===== src/respwm_pkg.sv =====
package respwm_pkg;
   // clock and timing resolution
   localparam int CLK_PERIOD_NS = 20;
   localparam int STEP_NS = 5;
   // 5 ns steps covered by one clock period
   localparam int TICK_UNITS = CLK_PERIOD_NS / STEP_NS;

   // register offsets, as byte addresses of the 8-bit register port
   localparam logic [7:0] ADDR_FREQ_SET = 8'h40;
   localparam logic [7:0] ADDR_MAXP_UPPER = 8'h42;
   localparam logic [7:0] ADDR_FALL_OFS = 8'h43;
   localparam logic [7:0] ADDR_MAXP_LOWER = 8'h44;
   localparam logic [7:0] ADDR_RISE_DLY = 8'h45;
   localparam logic [7:0] ADDR_STATUS = 8'h60;

   // field layouts
   localparam int FREQ_FIELD_W = 6;
   localparam logic [5:0] RESONANT_CODE = 6'h3F;
   localparam int MAXP_LOWER_LSB = 4;
   localparam int STAT_RUN_BIT = 0;
   localparam int STAT_CLAMP_BIT = 1;

   // reset values
   localparam logic [7:0] RST_FREQ_SET = 8'h00;
   localparam logic [7:0] RST_MAXP_UPPER = 8'hFF;
   localparam logic [7:0] RST_MAXP_LOWER = 8'hF0;
   localparam logic [7:0] RST_FALL_OFS = 8'h00;
   localparam logic [7:0] RST_RISE_DLY = 8'h00;

   // one complete set of timing for a switching cycle
   typedef struct packed {
      logic [11:0] max_period;
      logic [7:0] fall_offset;
      logic [7:0] rise_delay;
   } timing_set_t;
endpackage


===== src/cycle_timer.sv =====
`timescale 1ns/1ps
`default_nettype none
module cycle_timer #(
   parameter int POS_W = 13,
   parameter int PER_W = 12,
   parameter int STEP = 4
) (
   // clock and reset
   input wire logic clk,
   input wire logic rst_n,
   // control
   input wire logic run,
   input wire logic [PER_W-1:0] period,
   // position in 5 ns units and end-of-cycle pulse
   output logic [POS_W-1:0] pos,
   output logic wrap
);
   logic [POS_W-1:0] pos_reg;
   logic [POS_W-1:0] pos_sum;

   // next position; wrap on the last clock whose end still fits the period,
   // so a cycle is period/STEP clocks rounded down and never overruns it
   assign pos_sum = pos_reg + POS_W'(STEP);
   assign wrap = run && (pos_sum + POS_W'(STEP) > {{(POS_W-PER_W){1'b0}}, period});
   assign pos = pos_reg;

   // position counter, parked at zero while idle
   always_ff @(posedge clk or negedge rst_n) begin
      if (!rst_n) begin
         pos_reg <= '0;
      end else if (!run || wrap) begin
         pos_reg <= '0;
      end else begin
         pos_reg <= pos_sum;
      end
   end
endmodule
`default_nettype wire


===== src/resonant_pwm_timing.sv =====
`timescale 1ns/1ps
`default_nettype none
// Summary of operation
// - max period bits 11:4 come from the whole upper limit register
// - max period bits 3:0 come from lower limit bits 7:4; bits 3:0 reserved
// - one count of the 12-bit max period is 5 ns of cycle
// - in resonant mode no cycle lasts longer than the max period or one clock, whichever is longer
// - fall offset 0x00..0x7F puts first output fall 0..635 ns after mid-point
// - fall offset 0x80..0xFF puts the fall 640..5 ns before mid-point
// - second output rises code times 5 ns after cycle start
// - timing is used only while frequency field holds 0x3F
module resonant_pwm_timing
   import respwm_pkg::*;
#(
   parameter int PER_W = 12
) (
   // clock and reset
   input wire logic REF_CLK,
   input wire logic RESET_N,
   // register port
   input wire logic [7:0] REG_ADDR,
   input wire logic [7:0] REG_WDATA,
   input wire logic REG_WR,
   input wire logic REG_RD,
   output logic [7:0] REG_RDATA,
   // period asked for by the regulation loop, 5 ns units
   input wire logic [PER_W-1:0] DESIRED_PERIOD,
   // gate drive outputs and cycle marker
   output logic FIRST_PHASE_OUTPUT,
   output logic SECOND_PHASE_OUTPUT,
   output logic CYCLE_START
);
   localparam int POS_W = PER_W + 1;

   logic [7:0] freq_set_reg;
   logic [7:0] maxp_upper_reg;
   logic [7:0] maxp_lower_reg;
   logic [7:0] fall_ofs_reg;
   logic [7:0] rise_dly_reg;
   logic [7:0] rdata_reg;
   timing_set_t cfg_next;
   timing_set_t shadow_reg;
   logic [PER_W-1:0] period_reg;
   logic [PER_W-1:0] period_next;
   logic clamp_reg;
   logic run_reg;
   logic res_mode;
   logic load;
   logic wrap;
   logic [POS_W-1:0] pos;
   logic signed [13:0] fall_pt;
   logic first_on;
   logic second_on;
   logic first_reg;
   logic second_reg;
   logic start_reg;

   // address match, shared by the write and read paths
   function automatic logic hit(input logic [7:0] a, input logic [7:0] r);
      return a == r;
   endfunction

   // software registers
   always_ff @(posedge REF_CLK or negedge RESET_N) begin
      if (!RESET_N) begin
         freq_set_reg <= RST_FREQ_SET;
         maxp_upper_reg <= RST_MAXP_UPPER;
         maxp_lower_reg <= RST_MAXP_LOWER;
         fall_ofs_reg <= RST_FALL_OFS;
         rise_dly_reg <= RST_RISE_DLY;
      end else if (REG_WR) begin
         if (hit(REG_ADDR, ADDR_FREQ_SET)) freq_set_reg <= REG_WDATA;
         if (hit(REG_ADDR, ADDR_MAXP_UPPER)) maxp_upper_reg <= REG_WDATA;
         if (hit(REG_ADDR, ADDR_MAXP_LOWER)) maxp_lower_reg <= REG_WDATA;
         if (hit(REG_ADDR, ADDR_FALL_OFS)) fall_ofs_reg <= REG_WDATA;
         if (hit(REG_ADDR, ADDR_RISE_DLY)) rise_dly_reg <= REG_WDATA;
      end
   end

   // read data one cycle after the strobe; unmapped reads give zero
   always_ff @(posedge REF_CLK or negedge RESET_N) begin
      if (!RESET_N) begin
         rdata_reg <= 8'h00;
      end else if (REG_RD) begin
         if (hit(REG_ADDR, ADDR_FREQ_SET)) rdata_reg <= freq_set_reg;
         else if (hit(REG_ADDR, ADDR_MAXP_UPPER)) rdata_reg <= maxp_upper_reg;
         else if (hit(REG_ADDR, ADDR_MAXP_LOWER)) rdata_reg <= maxp_lower_reg;
         else if (hit(REG_ADDR, ADDR_FALL_OFS)) rdata_reg <= fall_ofs_reg;
         else if (hit(REG_ADDR, ADDR_RISE_DLY)) rdata_reg <= rise_dly_reg;
         else if (hit(REG_ADDR, ADDR_STATUS)) begin
            rdata_reg <= 8'h00;
            rdata_reg[STAT_RUN_BIT] <= run_reg;
            rdata_reg[STAT_CLAMP_BIT] <= clamp_reg;
         end else rdata_reg <= 8'h00;
      end else begin
         rdata_reg <= 8'h00;
      end
   end
   assign REG_RDATA = rdata_reg;

   // assemble the timing set; the reserved low nibble is kept but unused
   always_comb begin
      cfg_next.max_period = {maxp_upper_reg, maxp_lower_reg[7:MAXP_LOWER_LSB]};
      cfg_next.fall_offset = fall_ofs_reg;
      cfg_next.rise_delay = rise_dly_reg;
   end

   // resonant mode select
   assign res_mode = freq_set_reg[FREQ_FIELD_W-1:0] == RESONANT_CODE;

   // cycle length: loop request clamped to the limit, floored to one clock
   always_comb begin
      period_next = DESIRED_PERIOD;
      if (DESIRED_PERIOD > cfg_next.max_period) begin
         period_next = cfg_next.max_period;
      end
      if (period_next < PER_W'(TICK_UNITS)) begin
         period_next = PER_W'(TICK_UNITS);
      end
   end

   // a cycle starts on entry into resonant mode or at each wrap
   assign load = res_mode && (!run_reg || wrap);

   // settings are sampled only at the boundary so a cycle never mixes them
   always_ff @(posedge REF_CLK or negedge RESET_N) begin
      if (!RESET_N) begin
         shadow_reg <= '0;
         period_reg <= PER_W'(TICK_UNITS);
         clamp_reg <= 1'b0;
      end else if (load) begin
         shadow_reg <= cfg_next;
         period_reg <= period_next;
         clamp_reg <= DESIRED_PERIOD > cfg_next.max_period;
      end
   end

   // run state follows the mode; leaving it stops the cycle at once
   always_ff @(posedge REF_CLK or negedge RESET_N) begin
      if (!RESET_N) begin
         run_reg <= 1'b0;
      end else begin
         run_reg <= res_mode;
      end
   end

   cycle_timer #(
      .POS_W(POS_W),
      .PER_W(PER_W),
      .STEP(TICK_UNITS)
   ) u_timer (
      .clk(REF_CLK),
      .rst_n(RESET_N),
      .run(run_reg && res_mode),
      .period(period_reg),
      .pos(pos),
      .wrap(wrap)
   );

   // fall point: mid-point plus the signed offset; a point at or before the start keeps the output low all cycle
   assign fall_pt = $signed({3'b000, period_reg[PER_W-1:1]})
      + $signed({{6{shadow_reg.fall_offset[7]}}, shadow_reg.fall_offset});
   assign first_on = fall_pt > $signed({1'b0, pos});
   // second output waits out its delay; resolution is one clock, not 5 ns
   assign second_on = {{(POS_W-8){1'b0}}, shadow_reg.rise_delay} <= pos;

   // registered gate drive, forced low outside resonant mode
   always_ff @(posedge REF_CLK or negedge RESET_N) begin
      if (!RESET_N) begin
         first_reg <= 1'b0;
         second_reg <= 1'b0;
         start_reg <= 1'b0;
      end else begin
         first_reg <= res_mode && run_reg && first_on;
         second_reg <= res_mode && run_reg && second_on;
         start_reg <= load;
      end
   end
   assign FIRST_PHASE_OUTPUT = first_reg;
   assign SECOND_PHASE_OUTPUT = second_reg;
   assign CYCLE_START = start_reg;

   // helper: clocks since the last cycle start
   logic [PER_W-1:0] cyc_cnt;
   always_ff @(posedge REF_CLK or negedge RESET_N) begin
      if (!RESET_N) begin
         cyc_cnt <= '0;
      end else if (load || !run_reg) begin
         cyc_cnt <= '0;
      end else begin
         cyc_cnt <= cyc_cnt + PER_W'(1);
      end
   end
endmodule
`default_nettype wire


===== config.mk =====
export PLATFORM = sky130hd
export DESIGN_NAME = resonant_pwm_timing
export DESIGN_NICKNAME = d
export VERILOG_FILES = /design/src/respwm_pkg.sv /design/src/cycle_timer.sv /design/src/resonant_pwm_timing.sv
export SDC_FILE = /design/constraint.sdc
export NUM_CORES = 1
export LEC_CHECK = 0
export BUFFER_PORTS_ARGS = -buffer_cell sky130_fd_sc_hd__buf_2
export CAP_MARGIN = 20
export CORE_UTILIZATION = 25
export CTS_CLUSTER_SIZE = 40
export DETAILED_ROUTE_END_ITERATION = 8
export PLACE_DENSITY = 0.43
export SLEW_MARGIN = 20
export SYNTH_ARGS = -nofsm -noshare
export SYNTH_HDL_FRONTEND = slang
export SYNTH_SLANG_ARGS = --single-unit

===== constraint.sdc =====
create_clock -name REF_CLK -period 8.6 [get_ports REF_CLK]
set_input_delay 0.86 -clock REF_CLK [delete_from_list [all_inputs] [get_ports REF_CLK]]
set_output_delay 0.86 -clock REF_CLK [all_outputs]
set_load 0.1 [all_outputs]

==> results of run 1 <==
## how the worst max path moves through the flow
| stage | end | from | cells after the start | slack [ns] |
|---|---|---|---|---|
| 4_1_cts | shadow_reg[15]$_DFFE_PN0P_ | u_timer.pos[2]$_DFF_PN0_ | 11 | 4.47 |
| 2_1_floorplan | period_reg[0]$_DFFE_PN0P_ | u_timer.pos[2]$_DFF_PN0_ | 12 | 5.01 |
| 5_1_grt | shadow_reg[14]$_DFFE_PN0P_ | u_timer.pos[2]$_DFF_PN0_ | 14 | 4.21 |
| 3_3_place_gp | shadow_reg[6]$_DFFE_PN0P_ | u_timer.pos[2]$_DFF_PN0_ | 11 | 4.59 |
| 6_report | shadow_reg[15]$_DFFE_PN0P_ | u_timer.pos[2]$_DFF_PN0_ | 11 | 4.48 |
| 3_5_place_dp | period_reg[1]$_DFFE_PN0P_ | u_timer.pos[2]$_DFF_PN0_ | 11 | 4.49 |
## stage by stage
stage	setup slack, ns	cells	cell area [sq um]	power (uW)
floorplan	5.01	516	5700	489
global placement	4.59	830	6230	526
detailed placement	4.49	830	6230	528
CTS	4.47	846	6540	950
global route	4.21	846	6540	973
finish	4.48	846	6540	936
## per-layer routing
layer | GRT usage (%) | share of wire [%] | vias to the layer above
li1 | - | - | 1971
met1 | 18.1 | 48 | 1994
met2 | 22.0 | 47 | 94
met3 | 2.81 | 4.2 | 11
met4 | 2.60 | 0.84 | 0
met5 | 0 | 0 | -
## worst reg2reg max path, stage by stage (launching register included)
cell      delay [ns]
dfrtp_1         0.47
ha_1            0.30
xnor2_1         0.18
nand2b_1        0.18
or4_4           0.56
xor2_1          0.17
ha_1            0.31
and3_1          0.19
a2111o_1        0.36
o31a_1          0.25
o31a_2          0.62
mux2_4          0.43
## logic make-up after synthesis
family	Yosys count	share of synthesized area, %
AND/OR/NAND/NOR	127	11.7
flip-flops	92	40.7
multiplexers	85	17.6
AO/OA/AOI/OAI	81	10.3
adder cells (fa/ha/maj)	54	12.0
buffers and inverters	50	3.60
XOR/XNOR	27	4.15
## layout make-up
cell class / instances / area [sq um]
well taps: 280 / 350
fillers: 2251 / 15600
inverters: 40 / 150
flip-flops and latches: 92 / 2320
repair buffers: 44 / 228
clock buffers: 10 / 229
multi-input cells: 374 / 3180
clock inverters: 6 / 78.8
## cell usage after synthesis (9+ instances only)
master and n:
inv_1 40, xnor2_1 22, a21oi_1 22, ha_1 53, dfrtp_1 79, nor2_1 26
nor3_1 11, nor4_1 9, nand2_1 20, mux2_4 18, mux2i_1 26, dfstp_2 13
nor2b_1 15, mux2_2 40, a22o_1 12, nand3_1 12
## power by group through the flow
stage	Combinational (uW)	Clock, uW	Sequential, uW
2_1_floorplan	31.6	0	458
3_3_place_gp	63.8	0	462
3_5_place_dp	65.6	0	462
4_1_cts	65.8	430	454
5_1_grt	72.2	446	455
6_report	64.5	418	454
==> impl_results.md, run 1 <==
- Outcome: complete, no violations
- Post-CTS Setup Inserts: 0
- Clock Latency Late Sink: 0.35 ns
- Setup CP Type: reg2reg
- Routed WL: 15.1 mm
- PwrDens: 143 nW/um^2
- Sequential fraction of the synthesis area: 40.7%
- Critical path cell sequence: ha_1 > xnor2_1 > nand2b_1 > or4_4 > xor2_1 > ha_1 > and3_1 > a2111o_1 > o31a_1 > o31a_2 > mux2_4
- Routability cong.: 0.856
- Pins Over Slew Limit: 0
- Total gr overflow: 0
- Top cells by area, synth: dfrtp_1 (35%), ha_1 (12%), mux2_2 (7.9%)
- Row cnt: 54
- Final design utilization: 29.6%
- RSZ-0062 raised after global routing: false
- I/O pin cnt: 43
- Num CTS Buffers: 9
- Hold-fix buffers at CTS: 0
- Setup crit end kind: flip-flop
- Clk slew on worst S/H paths: 0.07 ns
- Initial core utilization: 25.8%
- Max frequency: 242 MHz
- Worst path arrival time: 4.35 ns
- Post-DP HPWL: 11.9 mm
- Tcrit/Tclk final: 48.0%
- Syn_nets: 602
- Cells after Synth: 516
- Synth Flop Type: dfrtp_1
- Leak: 0.00295 uW
- Width of the chip: 153 microns
- Slowest cell on crit path: o31a_2
- Die Height: 153 microns
- Final setup viols: 0
- # resized after CTS: 0
- #FFs+latches synth: 92
- Least-Margin Pin Slew: 1.01 ns
- Core area: 22,100 sq um
- Min Hold Slack: 0.466 ns
- Unique masters post-synth: 54
- CP Buf/Inv Count: 0
- R2R Setup Slk: 4.48 ns
- Slew HR: 32.4%
- Comb pwr share: 6.9%
- Area Overhead vs Synth: 14.6%
- Ys async rst share: 100%
- Vias in the first global route: 4,148
- Final min period: 4.12 ns
- Vias/cell: 4.81
- Clock buffer depth: 2
- Slowest stage delay, CP: 0.62 ns
- First-pass GRT wire length: 23.9 mm
- Final net count: 647
- CP max FO: 30
- CP most frequent cell: ha_1
- CTS H-tree depth: 3
- Final ANT Viol Nets: 0
- Router iterations before antenna repair: 4
- Tightest Hold Check Type: in2async
- Total negative slack: 0 ns
- FF-to-FF path depth: 11
- Yosys warns: 0
- Post-synth EDFFs: 0
- CTS tree: built
- Switch share: 25.0%
- VDD IR-drop max: 0.0811 mV
- Worst R2R End: shadow_reg[15]$_DFFE_PN0P_
- Clk_skew: 0.0136 ns
- Post-Syn Area: 5700 sq um
- Commonest non-fill, non-tap cell in the layout: dfrtp_1
- Flop pwr share: 48.5%
- DR DRC count: 0
- Nature of the critical path startpoint: flip-flop
- Clock power frac: 44.7%
- Worst path top cell family by delay: compound AO/OA/AOI/OAI gates
- CTS sink count: 92
- Drt wl/cell: 17.9 microns
- Yosys top cell by area: dfrtp_1
- Largest net degree at the start of global routing: 57
- Hold Vio Cnt, Final: 0
- Via count: 4,070
- Worst r2r src: u_timer.pos[2]$_DFF_PN0_
- Share of cells above drive strength 1: 24.4%
- Area of the die: 23,400 sq um
- Antenna violations before repair: 0
- Commonest cells after routing, fill and taps aside: dfrtp_1 (79), ha_1 (53), buf_2 (41)
- N_diodes: 0
- Port Buffers: 42
- Max reg flops: 16
- Critical Path RT: 8.83 ns
- 1st-iter DRT viols: 239
- GRT Resource Usage Total: 13.4%
- Max-cap violations: 0
- Post-Syn Area per Cell: 11.1 sq um
- Internal power: 702 uW
- Root Buffer: clkbuf_16
- NetSw: 234 uW
- Top-area cell type share of the netlist area: 34.7%
Note: power is estimated with default switching activity, not from simulation.
==> run 2, diff against run 1 <==
--- a/config.mk
+++ b/config.mk
@@ -5,6 +5,7 @@
 export SDC_FILE = /design/constraint.sdc
 export NUM_CORES = 1
 export LEC_CHECK = 0
+export ABC_AREA = 1
 export BUFFER_PORTS_ARGS = -buffer_cell sky130_fd_sc_hd__buf_2
 export CAP_MARGIN = 20
 export CORE_UTILIZATION = 25
==> constraint.sdc (replaced) <==
create_clock -name REF_CLK -period 3.9 [get_ports REF_CLK]
set_input_delay 0.39 -clock REF_CLK [delete_from_list [all_inputs] [get_ports REF_CLK]]
set_output_delay 0.39 -clock REF_CLK [all_outputs]
set_load 0.1 [all_outputs]
==> impl_results.md, run 2 <==
- Outcome: complete, no violations
- Pins Over Slew Limit: 0 (unchanged)
- Yosys warns: 0 (unchanged)
- I/O pin cnt: 43 (unchanged)
- Via count: 4,855 (+19%)
- Clk slew on worst S/H paths: 0.07 ns (about the same)
- 1st-iter DRT viols: 252 (+5.4%)
- Final min period: 3.54 ns (-0.586 ns)
- N_diodes: 0 (unchanged)
- Tightest Hold Check Type: in2async
- Post-synth EDFFs: 0 (unchanged)
- Placed cell area: 6470 sq um (+3.9%)
- Ys async rst share: 100% (unchanged)
- Top-area cell type share of the netlist area: 33.3% (-1.3 points)
- Largest net degree at the start of global routing: 59 (+3.5%)
- Cells after Synth: 766 (+48%)
- Design area: 6830 sq um (+4.5%)
- Total gr overflow: 0 (unchanged)
- Router iterations before antenna repair: 5 (+1)
- Clock Latency Late Sink: 0.35 ns (about the same)
- Vias/cell: 4.30 (-11%)
- Min Hold Slack: 0.128 ns (-0.338 ns)
- Sequential cell area: 2320 sq um (about the same)
- Port Buffers: 42 (unchanged)
- Unique masters post-synth: 41 (-24%)
- Area of the die: 24,300 sq um (+3.9%)
- Most common cell in the netlist: nand2_1
- Clk_skew: 0.0115 ns (-0.00208 ns)
- Commonest non-fill, non-tap cell in the layout: nand2_1
- Routability cong.: 0.783 (-8.5%)
- Commonest cells in the netlist: nand2_1 (216), inv_1 (122), dfrtp_1 (79), o21ai_0 (69), ha_1 (53)
- CTS sink count: 92 (unchanged)
- Post-CTS Setup Inserts: 0 (unchanged)
- Multi-input combinational cell area: 3050 sq um (-4.0%)
- VDD IR-drop max: 0.174 mV (+110%)
- Root Buffer: clkbuf_16
- Synth Flop Type: dfrtp_1
- Core area: 22,900 sq um (+3.7%)
- Share of cells above drive strength 1: 14.4% (-9.9 points)
- Critical Path RT: 4.14 ns (-4.69 ns)
- Final setup viols: 0 (unchanged)
- Total negative slack: 0 ns (unchanged)
- #FFs+latches synth: 92 (unchanged)
- Fill count: 2,534 (+13%)
- Slew HR: 26.5% (-5.9 points)
- PwrDens: 295 nW/um^2 (+110%)
- Commonest cells after routing, fill and taps aside: nand2_1 (215), inv_1 (121), dfrtp_1 (78)
- Width of the chip: 156 microns (+1.9%)
- Area Overhead vs Synth: 15.2%
- Hold-fix buffers at CTS: 0 (unchanged)
- Nature of the critical path startpoint: flip-flop
- Row cnt: 55 (+1.9%)
- CP max FO: 21 (-30%)
- Sequential fraction of the synthesis area: 39.1% (-1.5 points)
- Max-cap violations: 0 (unchanged)
- Drt wl/cell: 14.2 microns (-21%)
- Final ANT Viol Nets: 0 (unchanged)
- GRT Resource Usage Total: 13.8% (+0.44 points)
- Setup crit end kind: flip-flop
- Max reg flops: 16 (unchanged)
- Least-Margin Pin Slew: 1.09 ns (+0.0793 ns)
- Final net count: 898 (+39%)
- DR DRC count: 0 (unchanged)
- Vias in the first global route: 4,654 (+12%)
- Max frequency: 283 MHz (+17%)
- CTS tree: built
- Syn_nets: 852 (+42%)
- Top cells by area, synth: dfrtp_1 (33%), nand2_1 (14%), ha_1 (11%)
- Post-Syn Area per Cell: 7.74 sq um (-30%)
- RSZ-0062 raised after global routing: false
- CTS H-tree depth: 3 (unchanged)
- Initial core utilization: 25.9% (+0.057 points)
- Tcrit/Tclk final: 90.7% (+43 points)
- Die Height: 156 microns (+1.9%)
- Routed WL: 16.1 mm (+6.2%)
- Post-DP HPWL: 12.6 mm (+5.5%)
- Leak: 0.00343 uW (+16%)
- Setup CP Type: reg2reg
- Antenna violations before repair: 0 (unchanged)
- Clock buffer depth: 2 (unchanged)
- First-pass GRT wire length: 25.5 mm (+6.8%)
- Yosys top cell by area: dfrtp_1
- Post-Syn Area: 5930 sq um (+3.9%)
- Num CTS Buffers: 9 (unchanged)
- Overall Power: 2020 uW (+120%)
- Hold Vio Cnt, Final: 0 (unchanged)
- Final design utilization: 29.8% (+0.22 points)
- Worst path arrival time: 3.78 ns (-0.57 ns)
## run 2: cell types whose count changed after synthesis, sizes merged, moves of 8 or more
cell	change
xnor2	-19
nor2b	-15
o21ai	+83
mux2	-58
a21oi	+19
inv	+83
nor2	+13
nand3	+18
o21a	-8
mux2i	-26
a22o	-12
nand2	+200
## run 2: worst max-delay path, stage by stage (launching register included)
cell and delay [ns]:
dfrtp_2 0.46, ha_1 0.26, nand2_1 0.13, inv_1 0.06, nor2_2 0.13, inv_1 0.08, nor3_2 0.16, nand2_1 0.08
or3_1 0.35, nand2_1 0.08, inv_1 0.04, ha_1 0.26, nand2_1 0.06, nor2_1 0.15, nand2_1 0.07, nand2_1 0.06
nand2_1 0.04, nand2_1 0.05, nand2_1 0.05, nand2_1 0.05, nand2_1 0.04, nand2_1 0.05, nand2_1 0.08, nand2_2 0.12
nand2_8 0.13, buf_16 0.24, nand2_1 0.09, o21ai_2 0.05
## run 2: where the power goes
group          switching [uW]  internal (uW)
Sequential               15.1            978
Combinational            98.6           47.0
Clock                     429            449
Total                     543           1470
## run 2: through the flow
stage | worst slack (ns) | cells
floorplan | 0.759 | 766
global placement | 0.340 | 1112
detailed placement | 0.244 | 1112
CTS | 0.244 | 1128
global route | 0.0102 | 1130
finish | 0.362 | 1130
## run 2: cells by family (layout without fill, tap and decap cells)
kind of cell | after synthesis | count (layout) | synth area share (%)
and+or+nand+nor | 316 | 316 | 22.4
AOI/OAI and AO/OA | 152 | 152 | 15.1
buffers and inverters | 138 | 189 | 9.77
DFF | 92 | 92 | 39.1
adders and majority gates | 54 | 54 | 11.5
xor gates and xnor gates | 14 | 14 | 2.07
## run 2: cell type report
cell class | count | share of cell area, %
clock buffer | 9 | 3.30
timing repair buffer | 48 | 4.38
tap | 313 | 5.74
multi-input combinational | 536 | 44.7
inverter | 125 | 6.93
clock inverter | 7 | 0.971
sequential | 92 | 34.0
## run 2: final timing paths
| kind | start | cells after the start | slack (ns) | end |
|---|---|---|---|---|
| max | u_timer.pos[2]$_DFF_PN0_ | 27 | 0.36 | period_reg[8]$_DFFE_PN0P_ |
| min | RESET_N | 1 | 0.13 | u_timer.pos[7]$_DFF_PN0_ |
| max in group asynchronous | RESET_N | 2 | 2.92 | maxp_lower_reg[7]$_DFFE_PN1P_ |
| min in group REF_CLK | REG_RD | 3 | 0.35 | REG_RDATA[2]$_DFF_PN0_ |
| max reg2reg | u_timer.pos[2]$_DFF_PN0_ | 27 | 0.36 | period_reg[8]$_DFFE_PN0P_ |
| min reg2reg | freq_set_reg[6]$_DFFE_PN0P_ | 2 | 0.48 | freq_set_reg[6]$_DFFE_PN0P_ |
## run 2: what timing repair did
| action | in CTS | in global routing |
|---|---|---|
| setup endpoints to repair | 0 | 35 |
| gates resized for setup | 0 | 6 |
| endpoints found under the hold margin | 0 | 0 |
## run 2: routing by layer
layer,routed length (microns),global-route usage [%],vias to the layer above
met4,187,3.87,0
met3,427,2.33,12
met5,0,0,-
met1,8090,18.9,2198
met2,7380,22.3,64
li1,-,-,2581
